<file path="config.mk">
export PLATFORM = sky130hd
export DESIGN_NAME = link_control_register
export DESIGN_NICKNAME = d
export VERILOG_FILES = /design/src/common/lcr_pkg.sv /design/src/rtl/link_control_register.sv
export VERILOG_INCLUDE_DIRS = /design/src /design/src/common
export SDC_FILE = /design/constraint.sdc
export NUM_CORES = 1
export LEC_CHECK = 0
export BUFFER_PORTS_ARGS = -buffer_cell sky130_fd_sc_hd__buf_4
export CELL_PAD_IN_SITES_DETAIL_PLACEMENT = 2
export CELL_PAD_IN_SITES_GLOBAL_PLACEMENT = 2
export CORE_AREA = 2 2 133 135
export CTS_BUF_LIST = sky130_fd_sc_hd__clkbuf_2
export DETAILED_ROUTE_END_ITERATION = 12
export DIE_AREA = 0 0 135 137
export GPL_TIMING_DRIVEN = 1
export MAX_ROUTING_LAYER = met4
export PLACE_DENSITY_LB_ADDON = 0.1
export SETUP_SLACK_MARGIN = 0.3
export SLEW_MARGIN = 20
export SYNTH_ARGS = -nofsm -noshare
export SYNTH_HDL_FRONTEND = slang
export SYNTH_SLANG_ARGS = --single-unit
</file>
<file path="constraint.sdc">
create_clock -name aclk -period 1.9 [get_ports aclk]
set_input_delay 0.19 -clock aclk [delete_from_list [all_inputs] [get_ports aclk]]
set_output_delay 0.19 -clock aclk [all_outputs]
set_load 0.01 [all_outputs]
</file>
<file path="src/common/lcr_regs.svh">
// Offsets, field positions, reset values and timing for the link control register.
// Assumes a 100 MHz clock and an 8-bit AXI4-Lite byte address.
`ifndef LCR_REGS_SVH
`define LCR_REGS_SVH

`define LCR_ADDR_W          8
`define LCR_ADDR_LINK_CTRL  8'h44
`define LCR_RESET_VALUE     16'h0000

`define LCR_BIT_ADDR64      15
`define LCR_BIT_NXA_EXTCTL  14
`define LCR_BIT_OVF_TRI     13
`define LCR_BIT_PROTO_ISOC  12
`define LCR_CRC_MSB         11
`define LCR_CRC_LSB         8
`define LCR_BIT_XMIT_OFF    7
`define LCR_BIT_EOC         6
`define LCR_BIT_INIT_DONE   5
`define LCR_BIT_LINK_FAIL   4
`define LCR_BIT_CRC_FORCE   3
`define LCR_BIT_CRC_TEST    2
`define LCR_BIT_SYNC_FLOOD  1

`define LCR_ADDR_LIMIT_MSB  39

`define LCR_CLK_PERIOD_NS   10
`define LCR_CTL_EXT_TIME_US 50

`define LCR_RESP_OKAY       2'h0
`define LCR_RESP_SLVERR     2'h2

`endif

</file>
<file path="src/common/lcr_pkg.sv">
// Types shared by the link control register and its surroundings.
// Assumes nothing beyond a SystemVerilog compiler.
package lcr_pkg;

  typedef enum logic [1:0] {
    BASIC_SINGLE_PROFILE    = 2'b00,
    EXTENDED_SINGLE_PROFILE = 2'b01,
    EXTENDED_DUAL_PROFILE   = 2'b10
  } profile_e;

  typedef struct packed {
    logic       eoc_drop;
    logic       overflow;
    logic       protocol;
    logic [3:0] crc_lane;
    logic       hw_fail;
    logic       init_done;
    logic       crc_test_done;
    logic       stop_reinit;
  } link_events_s;

  typedef struct packed {
    logic [63:0] addr;
    logic        from_parallel;
    logic        addr_ext_cmd;
  } req_s;

  typedef struct packed {
    logic done;
    logic accept;
    logic forward_ext;
    logic master_abort;
  } req_result_s;

  typedef struct packed {
    logic transmitter_shutdown_flag;
    logic end_of_chain;
    logic link_failure_flag;
    logic link_init_allowed;
    logic force_bad_crc;
    logic crc_test_run;
    logic sync_flood;
    logic tristate_on_stop;
    logic ctl_extend;
    logic addr64_enable;
  } link_ctrl_s;

endpackage : lcr_pkg

</file>
<file path="src/rtl/link_control_register.sv">
// Link control and status register with AXI4-Lite access and link-side decisions.
// Assumes events, requests, straps and warm reset come from logic on aclk.
//
// Decided for this implementation: the AXI4-Lite slave port.
`timescale 1ns/1ps
`default_nettype none
`include "lcr_regs.svh"

////////////////////////////////////////////////////////////////////////////////
// What this block does
// - Extended: with bit 15 set, accept high link requests carrying address extension.
// - Bit 15 clear: master-abort link requests above the 40-bit limit.
// - Parallel-side high requests: abort if bit 15 clear, else forward extended.
// - Basic: bit 14 sets on end-of-chain drop, write-1 clears, survives warm reset.
// - Extended: bit 14 set holds link control asserted 50 us after stop reinit.
// - Basic: bit 13 sets on overflow, write-1 clears, survives warm reset.
// - Extended: bit 13 set tristates transmitter during stop sequence, else drives.
// - Basic: bit 12 sets on protocol error, write-1 clears, survives warm reset.
// - Extended: bit 12 isochronous enable unsupported, reads zero.
// - Bits 11:8 per-lane CRC error flags, each cleared by writing one.
// - Bit 7 shuts transmitter off; software sets only; warm or cold reset clears.
// - End of chain set: drop packets to this link, answer nonposted with errors.
// - End of chain software-settable only; warm reset clears it.
// - Bit 5 reads one once low-level link initialization has completed.
// - Link failure set by hardware or software, survives warm reset, blocks init.
// - Software writes to link failure take effect only at next warm reset.
// - Bit 3 forces bad CRC on outgoing traffic; warm reset clears it.
// - Writing one to bit 2 starts CRC test; hardware clears when done.
// - Bit 1: CRC error becomes fatal, floods sync and sets link failure.
module link_control_register #(
  parameter int CTL_EXT_CYCLES =
    (`LCR_CTL_EXT_TIME_US * 1000 + `LCR_CLK_PERIOD_NS - 1) / `LCR_CLK_PERIOD_NS
) (
  input  wire logic                   aclk,
  input  wire logic                   aresetn,
  input  wire logic                   warm_reset,
  input  wire lcr_pkg::profile_e      profile_strap,
  input  wire logic                   s_axi_awvalid,
  output logic                        s_axi_awready,
  input  wire logic [`LCR_ADDR_W-1:0] s_axi_awaddr,
  input  wire logic [2:0]             s_axi_awprot,
  input  wire logic                   s_axi_wvalid,
  output logic                        s_axi_wready,
  input  wire logic [31:0]            s_axi_wdata,
  input  wire logic [3:0]             s_axi_wstrb,
  output logic                        s_axi_bvalid,
  input  wire logic                   s_axi_bready,
  output logic [1:0]                  s_axi_bresp,
  input  wire logic                   s_axi_arvalid,
  output logic                        s_axi_arready,
  input  wire logic [`LCR_ADDR_W-1:0] s_axi_araddr,
  input  wire logic [2:0]             s_axi_arprot,
  output logic                        s_axi_rvalid,
  input  wire logic                   s_axi_rready,
  output logic [31:0]                 s_axi_rdata,
  output logic [1:0]                  s_axi_rresp,
  input  wire lcr_pkg::link_events_s  events,
  input  wire logic                   req_valid,
  input  wire lcr_pkg::req_s          req,
  input  wire logic                   pkt_valid,
  input  wire logic                   pkt_nonposted,
  output lcr_pkg::link_ctrl_s         ctrl,
  output lcr_pkg::req_result_s        req_result,
  output logic                        pkt_drop,
  output logic                        pkt_nxa_response
);
  import lcr_pkg::*;

  localparam logic [12:0] CTL_LOAD = 13'(CTL_EXT_CYCLES - 1);

  function automatic logic sticky(input logic flag, input logic set, input logic clr);
    sticky = set | (flag & ~clr);
  endfunction : sticky

  function automatic logic is_extended(input profile_e p);
    is_extended = (p == EXTENDED_SINGLE_PROFILE) || (p == EXTENDED_DUAL_PROFILE);
  endfunction : is_extended

  //////////////////////////////////////////////////////////////////////////////
  // State

  profile_e           profile;
  logic               ext;
  logic               addr64_en;
  logic               nxa_err;
  logic               ovf_err;
  logic               proto_err;
  logic               ext_ctl_time;
  logic               tristate_en;
  logic [3:0]         crc_err;
  logic               xmit_off;
  logic               eoc;
  logic               init_done;
  logic               link_fail;
  logic               link_fail_sw;
  logic               crc_force;
  logic               crc_test;
  logic               flood_en;
  logic               flooding;
  logic [12:0]        ctl_count;
  logic               ctl_active;
  logic [15:0]        reg_value;

  logic               aw_have;
  logic               w_have;
  logic [`LCR_ADDR_W-1:0] aw_addr;
  logic [31:0]        w_data;
  logic [3:0]         w_strb;
  logic               next_aw_have;
  logic               next_w_have;
  logic               next_bvalid;
  logic               do_write;
  logic               wr_lo;
  logic               wr_hi;
  logic               crc_hit;

  assign ext = is_extended(profile);

  //////////////////////////////////////////////////////////////////////////////
  // Profile strap, caught while reset is held

  always_ff @(posedge aclk) begin
    if (!aresetn) begin
      profile <= profile_strap;
    end
  end

  //////////////////////////////////////////////////////////////////////////////
  // AXI4-Lite write channel

  assign do_write = aw_have && w_have && !s_axi_bvalid;
  assign wr_lo    = do_write && (aw_addr == `LCR_ADDR_LINK_CTRL) && w_strb[0];
  assign wr_hi    = do_write && (aw_addr == `LCR_ADDR_LINK_CTRL) && w_strb[1];

  always_comb begin
    next_aw_have = aw_have;
    next_w_have  = w_have;
    next_bvalid  = s_axi_bvalid;
    if (s_axi_bvalid && s_axi_bready) begin
      next_bvalid = 1'b0;
    end
    if (s_axi_awvalid && s_axi_awready) begin
      next_aw_have = 1'b1;
    end
    if (s_axi_wvalid && s_axi_wready) begin
      next_w_have = 1'b1;
    end
    if (do_write) begin
      next_aw_have = 1'b0;
      next_w_have  = 1'b0;
      next_bvalid  = 1'b1;
    end
  end

  always_ff @(posedge aclk) begin
    if (!aresetn) begin
      aw_have       <= 1'b0;
      w_have        <= 1'b0;
      s_axi_awready <= 1'b0;
      s_axi_wready  <= 1'b0;
      s_axi_bvalid  <= 1'b0;
      s_axi_bresp   <= `LCR_RESP_OKAY;
      aw_addr       <= '0;
      w_data        <= '0;
      w_strb        <= '0;
    end else begin
      aw_have       <= next_aw_have;
      w_have        <= next_w_have;
      s_axi_awready <= !next_aw_have && !next_bvalid;
      s_axi_wready  <= !next_w_have && !next_bvalid;
      s_axi_bvalid  <= next_bvalid;
      if (s_axi_awvalid && s_axi_awready) begin
        aw_addr <= s_axi_awaddr;
      end
      if (s_axi_wvalid && s_axi_wready) begin
        w_data <= s_axi_wdata;
        w_strb <= s_axi_wstrb;
      end
      if (do_write) begin
        s_axi_bresp <= (aw_addr == `LCR_ADDR_LINK_CTRL) ? `LCR_RESP_OKAY : `LCR_RESP_SLVERR;
      end
    end
  end

  //////////////////////////////////////////////////////////////////////////////
  // AXI4-Lite read channel

  always_ff @(posedge aclk) begin
    if (!aresetn) begin
      s_axi_arready <= 1'b0;
      s_axi_rvalid  <= 1'b0;
      s_axi_rdata   <= '0;
      s_axi_rresp   <= `LCR_RESP_OKAY;
    end else if (s_axi_arvalid && s_axi_arready) begin
      s_axi_arready <= 1'b0;
      s_axi_rvalid  <= 1'b1;
      if (s_axi_araddr == `LCR_ADDR_LINK_CTRL) begin
        s_axi_rdata <= {16'h0000, reg_value};
        s_axi_rresp <= `LCR_RESP_OKAY;
      end else begin
        s_axi_rdata <= 32'h0000_0000;
        s_axi_rresp <= `LCR_RESP_SLVERR;
      end
    end else if (s_axi_rvalid && s_axi_rready) begin
      s_axi_rvalid  <= 1'b0;
      s_axi_arready <= 1'b1;
    end else if (!s_axi_rvalid) begin
      s_axi_arready <= 1'b1;
    end
  end

  //////////////////////////////////////////////////////////////////////////////
  // Read image

  always_comb begin
    reg_value = `LCR_RESET_VALUE;
    reg_value[`LCR_BIT_ADDR64]     = ext & addr64_en;
    reg_value[`LCR_BIT_NXA_EXTCTL] = ext ? ext_ctl_time : nxa_err;
    reg_value[`LCR_BIT_OVF_TRI]    = ext ? tristate_en : ovf_err;
    reg_value[`LCR_BIT_PROTO_ISOC] = ext ? 1'b0 : proto_err;
    reg_value[`LCR_CRC_MSB:`LCR_CRC_LSB] = crc_err;
    reg_value[`LCR_BIT_XMIT_OFF]   = xmit_off;
    reg_value[`LCR_BIT_EOC]        = eoc;
    reg_value[`LCR_BIT_INIT_DONE]  = init_done;
    reg_value[`LCR_BIT_LINK_FAIL]  = link_fail;
    reg_value[`LCR_BIT_CRC_FORCE]  = crc_force;
    reg_value[`LCR_BIT_CRC_TEST]   = crc_test;
    reg_value[`LCR_BIT_SYNC_FLOOD] = flood_en;
    reg_value[0]                   = 1'b0;
  end

  //////////////////////////////////////////////////////////////////////////////
  // Basic-profile sticky error flags, kept over warm reset

  always_ff @(posedge aclk) begin
    if (!aresetn) begin
      nxa_err   <= 1'b0;
      ovf_err   <= 1'b0;
      proto_err <= 1'b0;
    end else if (!ext) begin
      nxa_err   <= sticky(nxa_err, events.eoc_drop,
                          wr_hi && w_data[`LCR_BIT_NXA_EXTCTL]);
      ovf_err   <= sticky(ovf_err, events.overflow,
                          wr_hi && w_data[`LCR_BIT_OVF_TRI]);
      proto_err <= sticky(proto_err, events.protocol,
                          wr_hi && w_data[`LCR_BIT_PROTO_ISOC]);
    end
  end

  //////////////////////////////////////////////////////////////////////////////
  // Extended-profile controls, cleared by warm reset

  always_ff @(posedge aclk) begin
    if (!aresetn || warm_reset) begin
      addr64_en    <= 1'b0;
      ext_ctl_time <= 1'b0;
      tristate_en  <= 1'b0;
    end else if (ext && wr_hi) begin
      addr64_en    <= w_data[`LCR_BIT_ADDR64];
      ext_ctl_time <= w_data[`LCR_BIT_NXA_EXTCTL];
      tristate_en  <= w_data[`LCR_BIT_OVF_TRI];
    end
  end

  //////////////////////////////////////////////////////////////////////////////
  // Per-lane CRC error flags

  assign crc_hit = |events.crc_lane;

  always_ff @(posedge aclk) begin
    if (!aresetn) begin
      crc_err <= 4'h0;
    end else begin
      for (int i = 0; i < 4; i++) begin
        crc_err[i] <= sticky(crc_err[i], events.crc_lane[i],
                             wr_hi && w_data[`LCR_CRC_LSB + i]);
      end
    end
  end

  //////////////////////////////////////////////////////////////////////////////
  // Set-only controls: transmitter shutdown and end of chain

  always_ff @(posedge aclk) begin
    if (!aresetn || warm_reset) begin
      xmit_off <= 1'b0;
      eoc      <= 1'b0;
    end else if (wr_lo) begin
      xmit_off <= xmit_off | w_data[`LCR_BIT_XMIT_OFF];
      eoc      <= eoc | w_data[`LCR_BIT_EOC];
    end
  end

  //////////////////////////////////////////////////////////////////////////////
  // Initialization status

  always_ff @(posedge aclk) begin
    if (!aresetn || warm_reset) begin
      init_done <= 1'b0;
    end else begin
      init_done <= events.init_done && !link_fail;
    end
  end

  //////////////////////////////////////////////////////////////////////////////
  // Link failure: hardware sets now, software value waits for warm reset

  always_ff @(posedge aclk) begin
    if (!aresetn) begin
      link_fail    <= 1'b0;
      link_fail_sw <= 1'b0;
    end else if (warm_reset) begin
      link_fail    <= link_fail_sw;
    end else begin
      if (events.hw_fail || (flood_en && crc_hit)) begin
        link_fail    <= 1'b1;
        link_fail_sw <= 1'b1;
      end else if (wr_lo) begin
        link_fail_sw <= w_data[`LCR_BIT_LINK_FAIL];
      end
    end
  end

  //////////////////////////////////////////////////////////////////////////////
  // CRC force, test and sync-flood controls

  always_ff @(posedge aclk) begin
    if (!aresetn || warm_reset) begin
      crc_force <= 1'b0;
      flood_en  <= 1'b0;
      crc_test  <= 1'b0;
    end else begin
      if (wr_lo) begin
        crc_force <= w_data[`LCR_BIT_CRC_FORCE];
        flood_en  <= w_data[`LCR_BIT_SYNC_FLOOD];
      end
      crc_test <= (wr_lo && w_data[`LCR_BIT_CRC_TEST]) ||
                  (crc_test && !events.crc_test_done);
    end
  end

  always_ff @(posedge aclk) begin
    if (!aresetn || warm_reset) begin
      flooding <= 1'b0;
    end else if (flood_en && crc_hit) begin
      flooding <= 1'b1;
    end
  end

  //////////////////////////////////////////////////////////////////////////////
  // Extended control-assert time after stop reinitialization

  always_ff @(posedge aclk) begin
    if (!aresetn || warm_reset) begin
      ctl_count  <= 13'h0000;
      ctl_active <= 1'b0;
    end else if (events.stop_reinit && ext && ext_ctl_time) begin
      ctl_count  <= CTL_LOAD;
      ctl_active <= 1'b1;
    end else if (ctl_active) begin
      if (ctl_count == 13'h0000) begin
        ctl_active <= 1'b0;
      end else begin
        ctl_count <= ctl_count - 13'h0001;
      end
    end
  end

  //////////////////////////////////////////////////////////////////////////////
  // Request decisions against the 40-bit limit

  always_ff @(posedge aclk) begin
    if (!aresetn) begin
      req_result <= '0;
    end else begin
      req_result <= '0;
      if (req_valid) begin
        req_result.done <= 1'b1;
        if (req.addr[63:`LCR_ADDR_LIMIT_MSB+1] == '0) begin
          req_result.accept <= 1'b1;
        end else if (!(ext && addr64_en)) begin
          req_result.master_abort <= 1'b1;
        end else if (req.from_parallel) begin
          req_result.accept      <= 1'b1;
          req_result.forward_ext <= 1'b1;
        end else if (req.addr_ext_cmd) begin
          req_result.accept <= 1'b1;
        end else begin
          req_result.master_abort <= 1'b1;
        end
      end
    end
  end

  //////////////////////////////////////////////////////////////////////////////
  // Packets toward this link while it is the end of chain

  always_ff @(posedge aclk) begin
    if (!aresetn) begin
      pkt_drop         <= 1'b0;
      pkt_nxa_response <= 1'b0;
    end else begin
      pkt_drop         <= pkt_valid && eoc;
      pkt_nxa_response <= pkt_valid && eoc && pkt_nonposted;
    end
  end

  //////////////////////////////////////////////////////////////////////////////
  // Control outputs

  always_ff @(posedge aclk) begin
    if (!aresetn) begin
      ctrl <= '0;
    end else begin
      ctrl.transmitter_shutdown_flag <= xmit_off;
      ctrl.end_of_chain              <= eoc;
      ctrl.link_failure_flag         <= link_fail;
      ctrl.link_init_allowed         <= !link_fail && !warm_reset;
      ctrl.force_bad_crc             <= crc_force;
      ctrl.crc_test_run              <= crc_test;
      ctrl.sync_flood                <= flooding;
      ctrl.tristate_on_stop          <= ext && tristate_en;
      ctrl.ctl_extend                <= ctl_active;
      ctrl.addr64_enable             <= ext && addr64_en;
    end
  end

endmodule : link_control_register
`default_nettype wire

</file>
# After elaboration in Yosys (flattened, before gate mapping)
# Cells that the tools add are included.
# word_totals
out_inout_bits	57
in_bits	148
register_bits	120
# op_classes
n_mux	36
bitwise_logic	29
reduce_logical	58
n_eq_ne	6
addsub	1
# op_table
op	count
13-bit 2-to-1 mux	3
1-bit logical AND	31
1-bit 2-to-1 mux	27
24-bit zero test	1
8-bit by 7-bit equality test with 1-bit output, second input constant	2
16-bit 2-to-1 mux	1
13-bit zero test	1
13-bit by 1-bit subtractor with 13-bit output, second input constant	1
1-bit inverter	12
1-bit OR	9
1-bit AND	8
1-bit zero test	8
2-bit 2-to-1 mux	4
2-bit AND reduction	4
2-bit nonzero test	4
4-bit OR reduction	2
1-bit logical OR	4
4-bit 2-to-1 mux	1
2-bit OR reduction	2
3-bit OR reduction	1
2-bit by 1-bit equality test with 1-bit output, second input constant	1
2-bit equality test, second input constant	1
2-bit by 1-bit != test with 1-bit output, second input constant	1
2-bit != test, second input constant	1

# Longest topological paths before layout
# Gate-level depths: netlist of the first run.
# logic_depth
depth_word	8
ltp_mapped	7

# Least setup slack after synthesis of the first run
# Ideal clock, no wire load.
# synth_path
kind	register -> register
startpoint	register ctl_count[6]
endpoint	register ctl_count[1]
synth_period_minus_slack_ns	1.964
stages_incl_launch_ff	6
setup_ns	0.070
n_path_buf	1
arrival_time_ns	1.894
setup_slack_ns	-0.064
cell_sequence	dfxtp_1 > or4_1 > buf_2 > o41ai_4 > mux2_1 > a21oi_1
# synth_via
elab_chain_len	3
# synth_rtl
element	line	text
start: declaration	link_control_register.sv:100	logic [12:0] ctl_count;
start signal: assignment	link_control_register.sv:364	ctl_count <= ctl_count - 13'h0001;
13-bit zero test	link_control_register.sv:361	if (ctl_count == 13'h0000) begin
2-bit != test (no source line)	n/a	
2-bit AND reduction (no source line)	n/a	
# No other way between the ends.
# A chain may end at the register's enable or synchronous reset.

# Worst setup path in the final report of the first run
# layout_path
startpoint	register ctl_count[4]
endpoint	register ctl_count[7]
# layout_via
elab_chain_len	4
elab_cells_between_ends	7
cone_classes	add/sub (1); eq/ne (1); mux (3); reduce/logical (2)
# layout_rtl
element	line	text
13-bit by 1-bit subtractor with 13-bit output	link_control_register.sv:364	
13-bit 2-to-1 mux	link_control_register.sv:361	
13-bit 2-to-1 mux	link_control_register.sv:360	end else if (ctl_active) begin
13-bit 2-to-1 mux	link_control_register.sv:357	end else if (events.stop_reinit && ext && ext_ctl_time) begin
# Parallel ways exist; a longest one is shown, timed or not. The select of a mux whose other input is x is not followed.

==> results.md, run 1 <==
Run status:
- The run finished, with violations left.
- The checks that failed: negative setup slack.

Setup path:
- In this run the critical register-to-register path is launched from ctl_count[4].
- For the worst setup path, the data required time is 2.45 ns.
- Data arrives at the worst endpoint at 2.59 ns.
- The endpoint identified for the worst register-to-register timing path is ctl_count[7].
- The launch point of the critical path is ctl_count[4].
- Along the worst path, the maximum fanout reaches 4.
- The critical path ends at ctl_count[7].
- STA classifies the critical path endpoint as a flop.
- The setup check on the worst reg-to-reg path leaves a slack of -0.14 ns.
- The critical path launch point type is a flop.
- The setup path with the least slack is of type flop to flop.
- Counting cells, the worst reg-to-reg path comes to 4.

Clock tree:
- Counting every sink on the clock net gives 99.
- The clock latency at the later pin of the worst-skew pair is 0.63 ns.
- The root buffer cell chosen for the clock tree is sky130_fd_sc_hd__clkbuf_2.
- Buffers inserted during clock tree synthesis total 9.
- TritonCTS built the clock tree.
- The clock transition at the registers of the reported paths is 0.29 ns.
- The buffer depth of the longest clock path is 2.
- The clock tree synthesis step divided the H-tree into 3 levels.

Floorplanning:
- The area enclosed by the die boundary is 0.0185 mm^2.
- The number of top-level pins is 205.
- The placeable core region is 0.0171 mm^2.
- The initialized floorplan defines 48 standard-cell rows.
- The die is 135 um wide.
- The initial cell density of the core is 22.4%.
- The die is 137 um tall.

Cells and area:
- The flip-flop and latch area is 0.00201 mm^2.
- The post-layout net count is 797.
- The total inserted antenna cells is 0.
- In the final layout, the multi-input gates occupy 0.00183 mm^2.
- Of the cells placed in the final design, the portion with a size suffix greater than 1 is 34.8%.
- Fill cells in the final layout number 1913.
- The area growth from synthesis to layout is 63.2%.

Yosys:
- The sequential share of the synthesized area is 52.3%.
- The fraction of registers with async set/reset is 0%.
- The Yosys step of the flow raised 0 warnings.
- The main flop type after synthesis is sky130_fd_sc_hd__dfxtp_1.
- Summing every instance area after synthesis gives 0.00383 mm^2.
- Ranked by instance count, the synthesized netlist is headed by 97 x sky130_fd_sc_hd__dfxtp_1, 74 x sky130_fd_sc_hd__nand2_1, 48 x sky130_fd_sc_hd__a21oi_1, 19 x sky130_fd_sc_hd__buf_4, 18 x sky130_fd_sc_hd__nor2_1.
- Synthesis inferred 99 register bits.
- After synthesis, the largest area contributor takes up 50.7% of total cell area.
- The library cell with the highest instance count after synthesis is sky130_fd_sc_hd__dfxtp_1.
- The instance count of the mapped netlist is 424.
- By area the synthesized netlist is led by sky130_fd_sc_hd__dfxtp_1 51%, sky130_fd_sc_hd__nand2_1 7.3%, sky130_fd_sc_hd__a21oi_1 6.3%.
- Summed over all instances, the cell type with the most area after synthesis is sky130_fd_sc_hd__dfxtp_1.
- The number of enable-type register cells in the synthesized netlist is 2.
- The post-synthesis area per instance is 9.03 um^2.
- The count of distinct cell types in the synthesized netlist is 52.

Route:
- For this run, design rule violations remaining after detail routing come to 0.
- The detailed-route vias per instance is 4.43.
- After the first detailed-routing iteration, the DRC count stood at 73.
- The total number of vias is 3886.
- The final layout contains routed wiring with a total length of 13900 um.
- The routed wirelength normalized by instance count is 15.9 um.
- The total iterations of the first detailed-routing run is 4.
- The final antenna-violating net count is 0.

Placement:
- At the end of routability-driven placement, the weighted congestion stood at 0.701.
- The wire-length estimate of the detail-placed layout is 9320 um.
- Port buffering added 119 buffers.
- The worst-case setup slack after placement is -0.109 ns.

STA:
- The count of final hold-check violations is 0.
- The total count of max-transition violations in the final report is 0.
- Across all setup checks in the final design, the least slack found is -0.140 ns.
- The measured slew at the worst slew-check pin is 0.592 ns.
- The worst hold slack is 0.0422 ns.
- Setup repair after global routing could not meet its margin everywhere.
- The total setup violations reported at the end of the flow is 7.
- For the finished layout, the period the worst path requires is 2.04 ns.
- The headroom to the max-slew limit is 60.4%.
- Between clock sinks in the finished design, the worst skew comes to 0.0320 ns.
- The fmax is 490 MHz.
- The final period utilization is 107%.

Pwr:
- The ratio of total power to cell area is 619 mW/mm^2.
- The power share of the clock group is 30.1%.
- Net switching is 26.3% of the power.
- For this design the total switching power over the nets is 1.02 mW.
- The static power due to leakage is 2.66 nW.
- VDD sags by at most 0.000310 V.
- The fraction of power consumed by sequential logic is 56.6%.
- The internal power is 2.85 mW.
- The combinational power share is 13.3%.
- After layout, the design draws a total of 3.87 mW.

GRT:
- The initial antenna violation count is 0.
- In the global route stage, overall resource usage came out at 15.5%.
- The first-pass GRT wire length is 21500 um.
- The number of global-route vias before repair is 4200.
- The maximum number of pins on one net before global-route repair is 35.
- The overall overflow remaining after global route is 0.

Hold path:
- The worst hold path cell count is 5.
- The tightest min-delay check is of the input port to flop type.

Run:
- Max-cap violations in this run came to 0.
[sequential cells by signal, indices dropped and copies added (netlist names), 2 cells and up]
| signal | cells |
|---|---|
| aw_addr | 8 |
| crc_err | 4 |
| ctl_count | 13 |
| ctrl | 10 |
| profile | 2 |
| req_result | 4 |
| s_axi_rdata | 15 |
| w_data | 14 |
| w_strb | 2 |
[per-layer routing]
layer / GRT usage (%) / vias up / wire [um]
li1: - / 1897 / -
met3: 2.93 / 13 / 557
met5: - / - / 0
met4: 5.03 / 0 / 179
met2: 27.0 / 91 / 7140
met1: 18.0 / 1885 / 6070
[area by class of cell]
type                            instances  share of cell area, %
Tap cell                              225                   4.50
Clock buffer                            9                  0.721
Sequential cell                        99                   32.2
Inverter                                8                  0.480
Timing Repair Buffer                  232                   31.5
Clock inverter                          7                   1.32
Multi-Input combinational cell        297                   29.3
[cell families after synthesis]
| group | count (synthesis) | synth area share [%] |
|---|---|---|
| and+or+nand+nor | 166 | 22.3 |
| AOI/OAI and AO/OA | 106 | 17.3 |
| DFF | 99 | 52.3 |
| buffers and inverters | 46 | 6.41 |
| xor gates and xnor gates | 3 | 0.686 |
| adders and majority gates | 2 | 0.653 |
| other | 1 | 0.0979 |
| muxes | 1 | 0.294 |
[per-stage QoR]
step / instances / utilization [%] / instance area, um^2 / setup TNS [ns]
floorplan: 442 / - / 3920 / -0.0512
global placement: 775 / 29.8 / 5090 / -0.153
detailed placement: 775 / 29.8 / 5090 / -0.375
CTS: 868 / 35.7 / 6090 / -0.348
global route: 877 / 36.6 / 6250 / -1.11
finish: 877 / 36.6 / 6250 / -0.491
[power groups by stage]
| stage | Combinational (mW) | Clock, mW | Sequential, mW |
|---|---|---|---|
| 6_report | 0.514 | 1.16 | 2.19 |
| 5_1_grt | 0.571 | 1.31 | 2.21 |
| 4_1_cts | 0.512 | 1.22 | 2.19 |
| 3_5_place_dp | 0.406 | 0 | 2.23 |
| 3_3_place_gp | 0.397 | 0 | 2.23 |
| 2_1_floorplan | 0.193 | 0 | 2.23 |
[how the worst min path moves through the flow]
stage,endpoint,start
after floorplan,profile[0],profile_strap[0]
after global placement,profile[1],profile_strap[1]
after detailed placement,profile[1],profile_strap[1]
after CTS,req_result[1],req[57]
after global routing,req_result[1],req[65]
final,req_result[1],req[45]
[critical path, cell delays in order, from the launching register on]
cell	delay, ns
sky130_fd_sc_hd__dfxtp_2	0.40
sky130_fd_sc_hd__or4b_4	0.54
sky130_fd_sc_hd__or4_4	0.45
sky130_fd_sc_hd__or4_1	0.41
sky130_fd_sc_hd__a31oi_1	0.15
[placed cells by master (no fill, tap or decap), drive strengths merged, types with 6 or more instances in the layout]
master	count
a21oi	48
a22o	12
a31oi	11
and2	13
buf	165
clkbuf	9
conb	19
dfxtp	97
dlygate4sd3	67
inv	8
nand2	74
nor2	18
nor3	6
nor4	7
o21ai	19
or4	7
[timing repair]
item,4_1_cts,5_1_grt
setup endpoints to repair,20,36
endpoints found under the hold margin,72,0
setup buffers,10,9
hold buffers,67,0
pin swaps,9,11
resized for setup,32,26
(Power assumes the default switching activity.)
==> inputs of run 2 (changes only) <==
- REMOVE_ABC_BUFFERS: not set -> 1
==> run 2 against run 1 <==
  * Final cell count shrank 2.1%
  * Clock skew fell by 0.0037 ns
  * First-iteration DRC count rose by 19%
  * Sequential power is essentially flat
  * The run still ends with negative setup slack left
  * Non-clock buffer count down 20
  * Sequential share of layout area grew 1.3 points
  * Flip-flop and latch count did not move
  * Via count shrank 1.1%
  * Critical path depth unchanged
  * Maximum frequency is 2.9% higher
  * Clock power shrank 10%
  * Highest routed layer unchanged
  * Worst setup slack improved by 0.057 ns
==> results.md, run 2 (same netlist as run 1, synthesis figures left out) <==
Setup path:
- STA puts the critical path data required time at 2.47 ns.
- The critical path is of the flop to flop type.
- The critical path launch point type is a flop.
- The maximum fanout along the worst path is 3.
- The type of element capturing the critical path is a flop.
- Data on the critical path arrives at its endpoint at 2.56 ns.

STA:
- The count of final hold-check violations is 0.
- Between clock sinks in the finished design, the worst skew comes to 0.0283 ns.
- Setup total negative slack on the finished layout was measured at -0.185 ns.
- The fmax is 504 MHz.
- Of the available clock period, the critical path in the final layout requires 104%.
- The headroom to the max-slew limit is 56.5%.
- The final critical-path required period is 1.98 ns.
- The total count of max-transition violations in the final report is 0.
- Setup violations remaining at the end of the flow were counted as 5.
- At the pin with the least slew margin, the transition time is 0.650 ns.
- Once routing completed, OpenROAD measured the worst setup slack at -0.0830 ns.
- Setup repair after global routing could not meet its margin everywhere.

Placement:
- The worst-case setup slack after placement is -0.0981 ns.
- The number of buffers added on ports is 119.
- The placed wire-length estimate after detailed placement is 9620 um.
- Routability-driven placement finished with a final weighted congestion of 0.705.
- The cell count after placement is 773.

Pwr:
- Across the VDD grid, the largest voltage drop is 0.000248 V.
- Dividing total power by cell area gives a power density of 624 mW/mm^2.
- The analysis attributes to cell leakage a power of 2.52 nW.

Clock tree:
- The tree is rooted in a sky130_fd_sc_hd__clkbuf_2.
- The clock buffer count from CTS is 9.
- The later pin in the worst-skew pair is clocked with a latency of 0.63 ns.
- CTS built an H-tree with a depth of 3.
- The clock passes through at most 2 buffers.
- The clock transition at the registers of the reported paths is 0.27 ns.
- The number of sinks handled by clock tree synthesis is 99.
- The clock tree from TritonCTS is yes.

Route:
- The routed wirelength normalized by instance count is 16.2 um.
- The final antenna-violating net count is 0.
- After detailed routing, the number of remaining DRC violations is 0.
- The routed layout has 3843 vias.
- For this block, the routed nets add up to 13900 um of wire.
- The detailed-route vias per instance is 4.47.
- The detailed router finished its first iteration with 87 violations.
- The total iterations of the first detailed-routing run is 4.

Floorplanning:
- The initial cell density of the core is 22.4%.
- In this run the vertical extent of the chip is 137 um.
- The placeable core region is 0.0171 mm^2.
- The horizontal die dimension is 135 um.
- The initialized floorplan defines 48 standard-cell rows.
- In this run the count of I/O pins placed on the die edge is 205.
- The area enclosed by the die boundary is 0.0185 mm^2.

Cells and area:
- The post-layout net count is 777.
- For this run, the number of standard cells in the final layout without fillers is 859.
- The layout cell share with drive strength beyond 1 is 32.0%.
- The register with the most flip-flops in the layout has 15 of them.
- The area growth from synthesis to layout is 56.5%.
- In the layout the commonest cells are 144 x sky130_fd_sc_hd__buf_4, 92 x sky130_fd_sc_hd__dfxtp_1, 74 x sky130_fd_sc_hd__nand2_1, 62 x sky130_fd_sc_hd__dlygate4sd3_1, 44 x sky130_fd_sc_hd__a21oi_1.
- More flip-flops sit in one register than any other, and that register is s_axi_rdata.
- Summing all flip-flop and latch instances after layout gives 0.00201 mm^2.
- The multi-input combinational cells in the finished layout cover a total of 0.00178 mm^2.
- The utilization of the core after routing is 35.1%.
- The commonest non-fill, non-tap cell in the layout is sky130_fd_sc_hd__buf_4.
- The final-layout fill cell count is 1949.
- In the final layout, the registers with the most flip-flops are s_axi_rdata x15, w_data x14, ctl_count x13.

Run status:
- The flow ran to the end, but the final reports show violations.
- The checks that failed: negative setup slack.

GRT:
- The number of global-route vias before repair is 4285.
- The initial antenna violation count was 1.
- Global routing used 16.2% of the available tracks.
- Entering global routing, the biggest net connects 22 pins.
- The first global-routing pass estimated 22600 um of wire.
- For this run the aggregate overflow at the end of global routing stands at 0.

Run:
- The total of max-cap violations is 0.

Hold path:
- The worst min-delay path category is input port to flop.
-- run 2: cell types whose count changed in the layout (fill, tap and decap cells not counted), moves of 2 or more --
cell	delta
sky130_fd_sc_hd__a21oi_2	-2
sky130_fd_sc_hd__dfxtp_2	-2
sky130_fd_sc_hd__dfxtp_1	+3
sky130_fd_sc_hd__o21ai_0	+2
sky130_fd_sc_hd__buf_4	-9
sky130_fd_sc_hd__a21oi_1	+2
sky130_fd_sc_hd__diode_2	+2
sky130_fd_sc_hd__buf_6	-5
sky130_fd_sc_hd__dlygate4sd3_1	-5
sky130_fd_sc_hd__o21ai_2	-3
sky130_fd_sc_hd__inv_4	+2
-- run 2: cell type report --
class	instances	share of cell area, %
antenna	2	0.0835
clock buffer	9	0.752
clock inverter	7	0.961
inverter	8	0.543
multi-input combinational	297	29.8
sequential	99	33.5
tap	225	4.70
timing repair buffer	212	29.7
-- run 2: repair_timing --
action                                 4_1_cts  5_1_grt
pin swaps                                   10        9
buffers inserted                             3        3
hold buffers                                62        0
gates resized for setup                     25       18
cloned                                       0        0
setup endpoints to repair                   26       16
endpoints found under the hold margin       63        0
-- run 2: critical path: stages, from the launching register on --
cell                      delay, ns
sky130_fd_sc_hd__dfxtp_2       0.40
sky130_fd_sc_hd__or4b_4        0.55
sky130_fd_sc_hd__or4_4         0.45
sky130_fd_sc_hd__or4_1         0.41
sky130_fd_sc_hd__a31oi_1       0.13
-- run 2: metal layers --
layer / share of wire [%] / vias to the layer above / GRT usage, % / wire length, um
li1: - / 1861 / - / -
met1: 43 / 1883 / 18.7 / 5970
met2: 52 / 86 / 28.7 / 7180
met3: 4.0 / 13 / 2.74 / 561
met4: 1.4 / 0 / 5.38 / 193
met5: 0 / - / - / 0
-- run 2: final timing paths --
check	startpoint	to	slack, ns	depth (start not counted)
min	s_axi_awvalid	aw_addr[2]	0.04	4
max reg2reg	ctl_count[4]	ctl_count[7]	-0.08	4
min reg2reg	w_data[10]	crc_err[2]	0.46	1
max	ctl_count[4]	ctl_count[7]	-0.08	4
-- run 2: through the flow --
stage / instance area (um^2) / hold slack (ns) / total power, mW
2_1_floorplan: 3680 / 0.289 / 2.37
3_3_place_gp: 5050 / 0.371 / 2.63
3_5_place_dp: 5050 / 0.369 / 2.64
4_1_cts: 5890 / 0.0109 / 3.79
5_1_grt: 5990 / 0.0223 / 3.95
6_report: 5990 / 0.0417 / 3.74
-- run 2: power breakdown --
group	switching [mW]	internal (mW)	leakage, nW	total [mW]
combinational	0.231	0.270	1.64	0.501
sequential	0.0400	2.15	0.811	2.19
clock	0.755	0.288	0.0685	1.04
total	1.03	2.71	2.52	3.74
==> inputs of run 3 (changes only) <==
- CORE_AREA: 2 2 133 135 -> 2 2 152 117
- DIE_AREA: 0 0 135 137 -> 0 0 154 119
==> run 3 against run 2 <==
  * Routed wire length is 1.8% higher
  * Critical path type unchanged
  * Critical path depth stayed put
  * Non-clock buffer count is 12 higher
  * The flow still finishes with violations (negative setup slack)
  * Flip-flop and latch count stayed put
  * Largest cell class unchanged
  * Count of clock-buffer cells in the layout is 1 higher
  * Critical endpoint unchanged
  * Worst setup slack worse by 0.024 ns
  * Final cell count is 0.70% higher
  * Maximum frequency is 1.2% lower
  * Combinational power is 5.2% higher
==> results.md, run 3 (same netlist as run 1, synthesis figures left out) <==
Run status:
- The run finished, with violations left.
- The final reports fail on negative setup slack.

Floorplanning:
- After floorplanning, the core was sized to cover 0.0171 mm^2.
- The die covers 0.0183 mm^2.
- The floorplan step set the die height to 119 um.
- In this run the horizontal extent of the chip is 154 um.
- The number of top-level pins is 205.
- The row count is 42.
- The initial cell density of the core is 22.4%.

Clock tree:
- The later pin in the worst-skew pair is clocked with a latency of 0.64 ns.
- In this run, CTS created clock tree buffers numbering 9.
- The clock tree from TritonCTS is yes.
- Counting along the longest clock path gives a buffer depth of 2.
- The tree is rooted in a sky130_fd_sc_hd__clkbuf_2.
- The number of sinks handled by clock tree synthesis is 99.
- In this run the number of H-tree levels came out at 3.
- The clock transition at the registers of the reported paths is 0.26 ns.

Route:
- After the first detailed-routing iteration, the DRC count stood at 100.
- The total iterations of the first detailed-routing run is 4.
- The final antenna-violating net count is 0.
- The detailed-route vias per instance is 4.46.
- After detailed routing, the average wire length per cell comes to 16.4 um.
- The total number of vias is 3860.
- In the routed design, unresolved DRC markers number 0.
- The final layout contains routed wiring with a total length of 14200 um.

GRT:
- The number of global-route vias before repair came to 4170.
- The maximum number of pins on one net before global-route repair is 19.
- The first-pass GRT wire length is 22500 um.
- The initial antenna violation count came to 1.
- The overall fraction of global-route tracks in use is 16.3%.
- The overall overflow remaining after global route is 0.

Placement:
- Once placement finished, the instance area stood at 0.00508 mm^2.
- Port buffering added 119 buffers.
- The worst-case setup slack after placement is -0.163 ns.
- Routability-driven placement finished with a final weighted congestion of 0.705.
- The placed wire-length estimate after detailed placement is 9810 um.
- After detailed placement, the design holds a cell count of 772.

Setup path:
- The required arrival time at the worst endpoint is 2.48 ns.
- Along the worst path, the maximum fanout reaches 4.
- The number of buffers and inverters on the critical path is 0.
- Setup slack on the worst reg-to-reg path comes out at -0.11 ns.
- The maximum cell stage delay along the critical path is 0.55 ns.
- The critical path start-end classification is flop to flop.
- The signal on the critical path passes through or4b_4 > or4_4 > or4_1 > a31oi_1.
- For this design, the slowest cell found on the critical path is sky130_fd_sc_hd__or4b_4.
- The critical path launch point type is a flop.
- Among cell families on the critical path, the largest total delay comes from simple AND/OR/NAND/NOR gates.
- The type of element capturing the critical path is a flop.
- For the worst setup path, the data arrival time is 2.58 ns.

Run:
- Max-cap violations in this run came to 0.

STA:
- Setup violations remaining at the end of the flow were counted as 3.
- The fmax is 498 MHz.
- The final period utilization is 106%.
- Setup repair after global routing could not meet its margin everywhere.
- The final clock skew is 0.0350 ns.
- The sum of negative setup slack is -0.198 ns.
- Hold is met by 0.0720 ns.
- The routed design could run at a clock period as short as 2.01 ns.
- The count of final hold-check violations is 0.
- The post-layout worst setup margin is -0.107 ns.
- The total count of max-transition violations in the final report came to 0.

Cells and area:
- The flip-flop count of the largest register after layout is 15.
- In the final layout, the registers with the most flip-flops are s_axi_rdata x15, w_data x14, ctl_count x13.
- For this run, the number of standard cells in the final layout without fillers is 865.
- The finished cells cover 0.00609 mm^2.
- The final-layout fill cell count is 1893.
- The final layout contains 789 nets.
- For this run, the share of the core covered by cells in the final layout is 35.6%.
- Leaving out fill and tap cells, the most frequent cell in the layout is sky130_fd_sc_hd__buf_4.
- Ranked by flip-flop count, first place goes to s_axi_rdata.
- Leaving out fill and tap cells, the most frequent cells in the layout are 151 x sky130_fd_sc_hd__buf_4, 92 x sky130_fd_sc_hd__dfxtp_1, 74 x sky130_fd_sc_hd__nand2_1, 68 x sky130_fd_sc_hd__dlygate4sd3_1, 45 x sky130_fd_sc_hd__a21oi_1.
- Of the cells placed in the final design, the portion with a size suffix greater than 1 is 31.2%.
- The area growth from synthesis to layout is 59.0%.

Pwr:
- The static power due to leakage is 2.57 nW.
- The total power consumption of the routed design is 3.89 mW.
- The ratio of total power to cell area is 639 mW/mm^2.
- The maximum VDD drop is 0.000230 V.

Hold path:
- The worst min-delay path category is input port to flop.
run 3: worst reg2reg max path: stages (launching register included):
cell                      delay [ns]
sky130_fd_sc_hd__dfxtp_2        0.39
sky130_fd_sc_hd__or4b_4         0.55
sky130_fd_sc_hd__or4_4          0.46
sky130_fd_sc_hd__or4_1          0.42
sky130_fd_sc_hd__a31oi_1        0.15
run 3: path summary, 6_finish.rpt:
path	cells past startpoint	endpoint	from
min reg2reg	1	crc_err[3]	w_data[11]
min	4	s_axi_rresp[1]	s_axi_araddr[1]
max	4	ctl_count[7]	ctl_count[4]
max reg2reg	4	ctl_count[7]	ctl_count[4]
run 3: per-layer routing:
metal | wire (um) | GRT usage, % | vias up | share of wire, %
li1 | - | - | 1894 | -
met1 | 6750 | 20.3 | 1858 | 48
met2 | 6630 | 26.5 | 94 | 47
met3 | 596 | 4.40 | 14 | 4.2
met4 | 180 | 3.74 | 0 | 1.3
met5 | 0 | - | - | 0
run 3: power breakdown:
| group | total [mW] | switching [mW] | internal, mW |
|---|---|---|---|
| clock | 1.17 | 0.738 | 0.429 |
| sequential | 2.19 | 0.0410 | 2.15 |
| combinational | 0.527 | 0.241 | 0.286 |
run 3: cell type report:
cell class	instances	area (um^2)	area share [%]
sequential	99	2010	33.0
timing repair buffer	224	1870	30.7
multi-input combinational	297	1770	29.1
tap	220	275	4.52
clock inverter	6	80.1	1.32
clock buffer	10	50.0	0.822
inverter	8	30.0	0.493
antenna	1	2.50	0.0411
run 3: repair_timing:
item                                    4_1_cts  5_1_grt
endpoints found under the setup margin       21       24
pin swaps                                     1        9
setup buffers                                 6        2
gates cloned                                  0        0
hold buffers                                 68        0
gates resized for setup                      14       22
hold endpoints to repair                     73        0
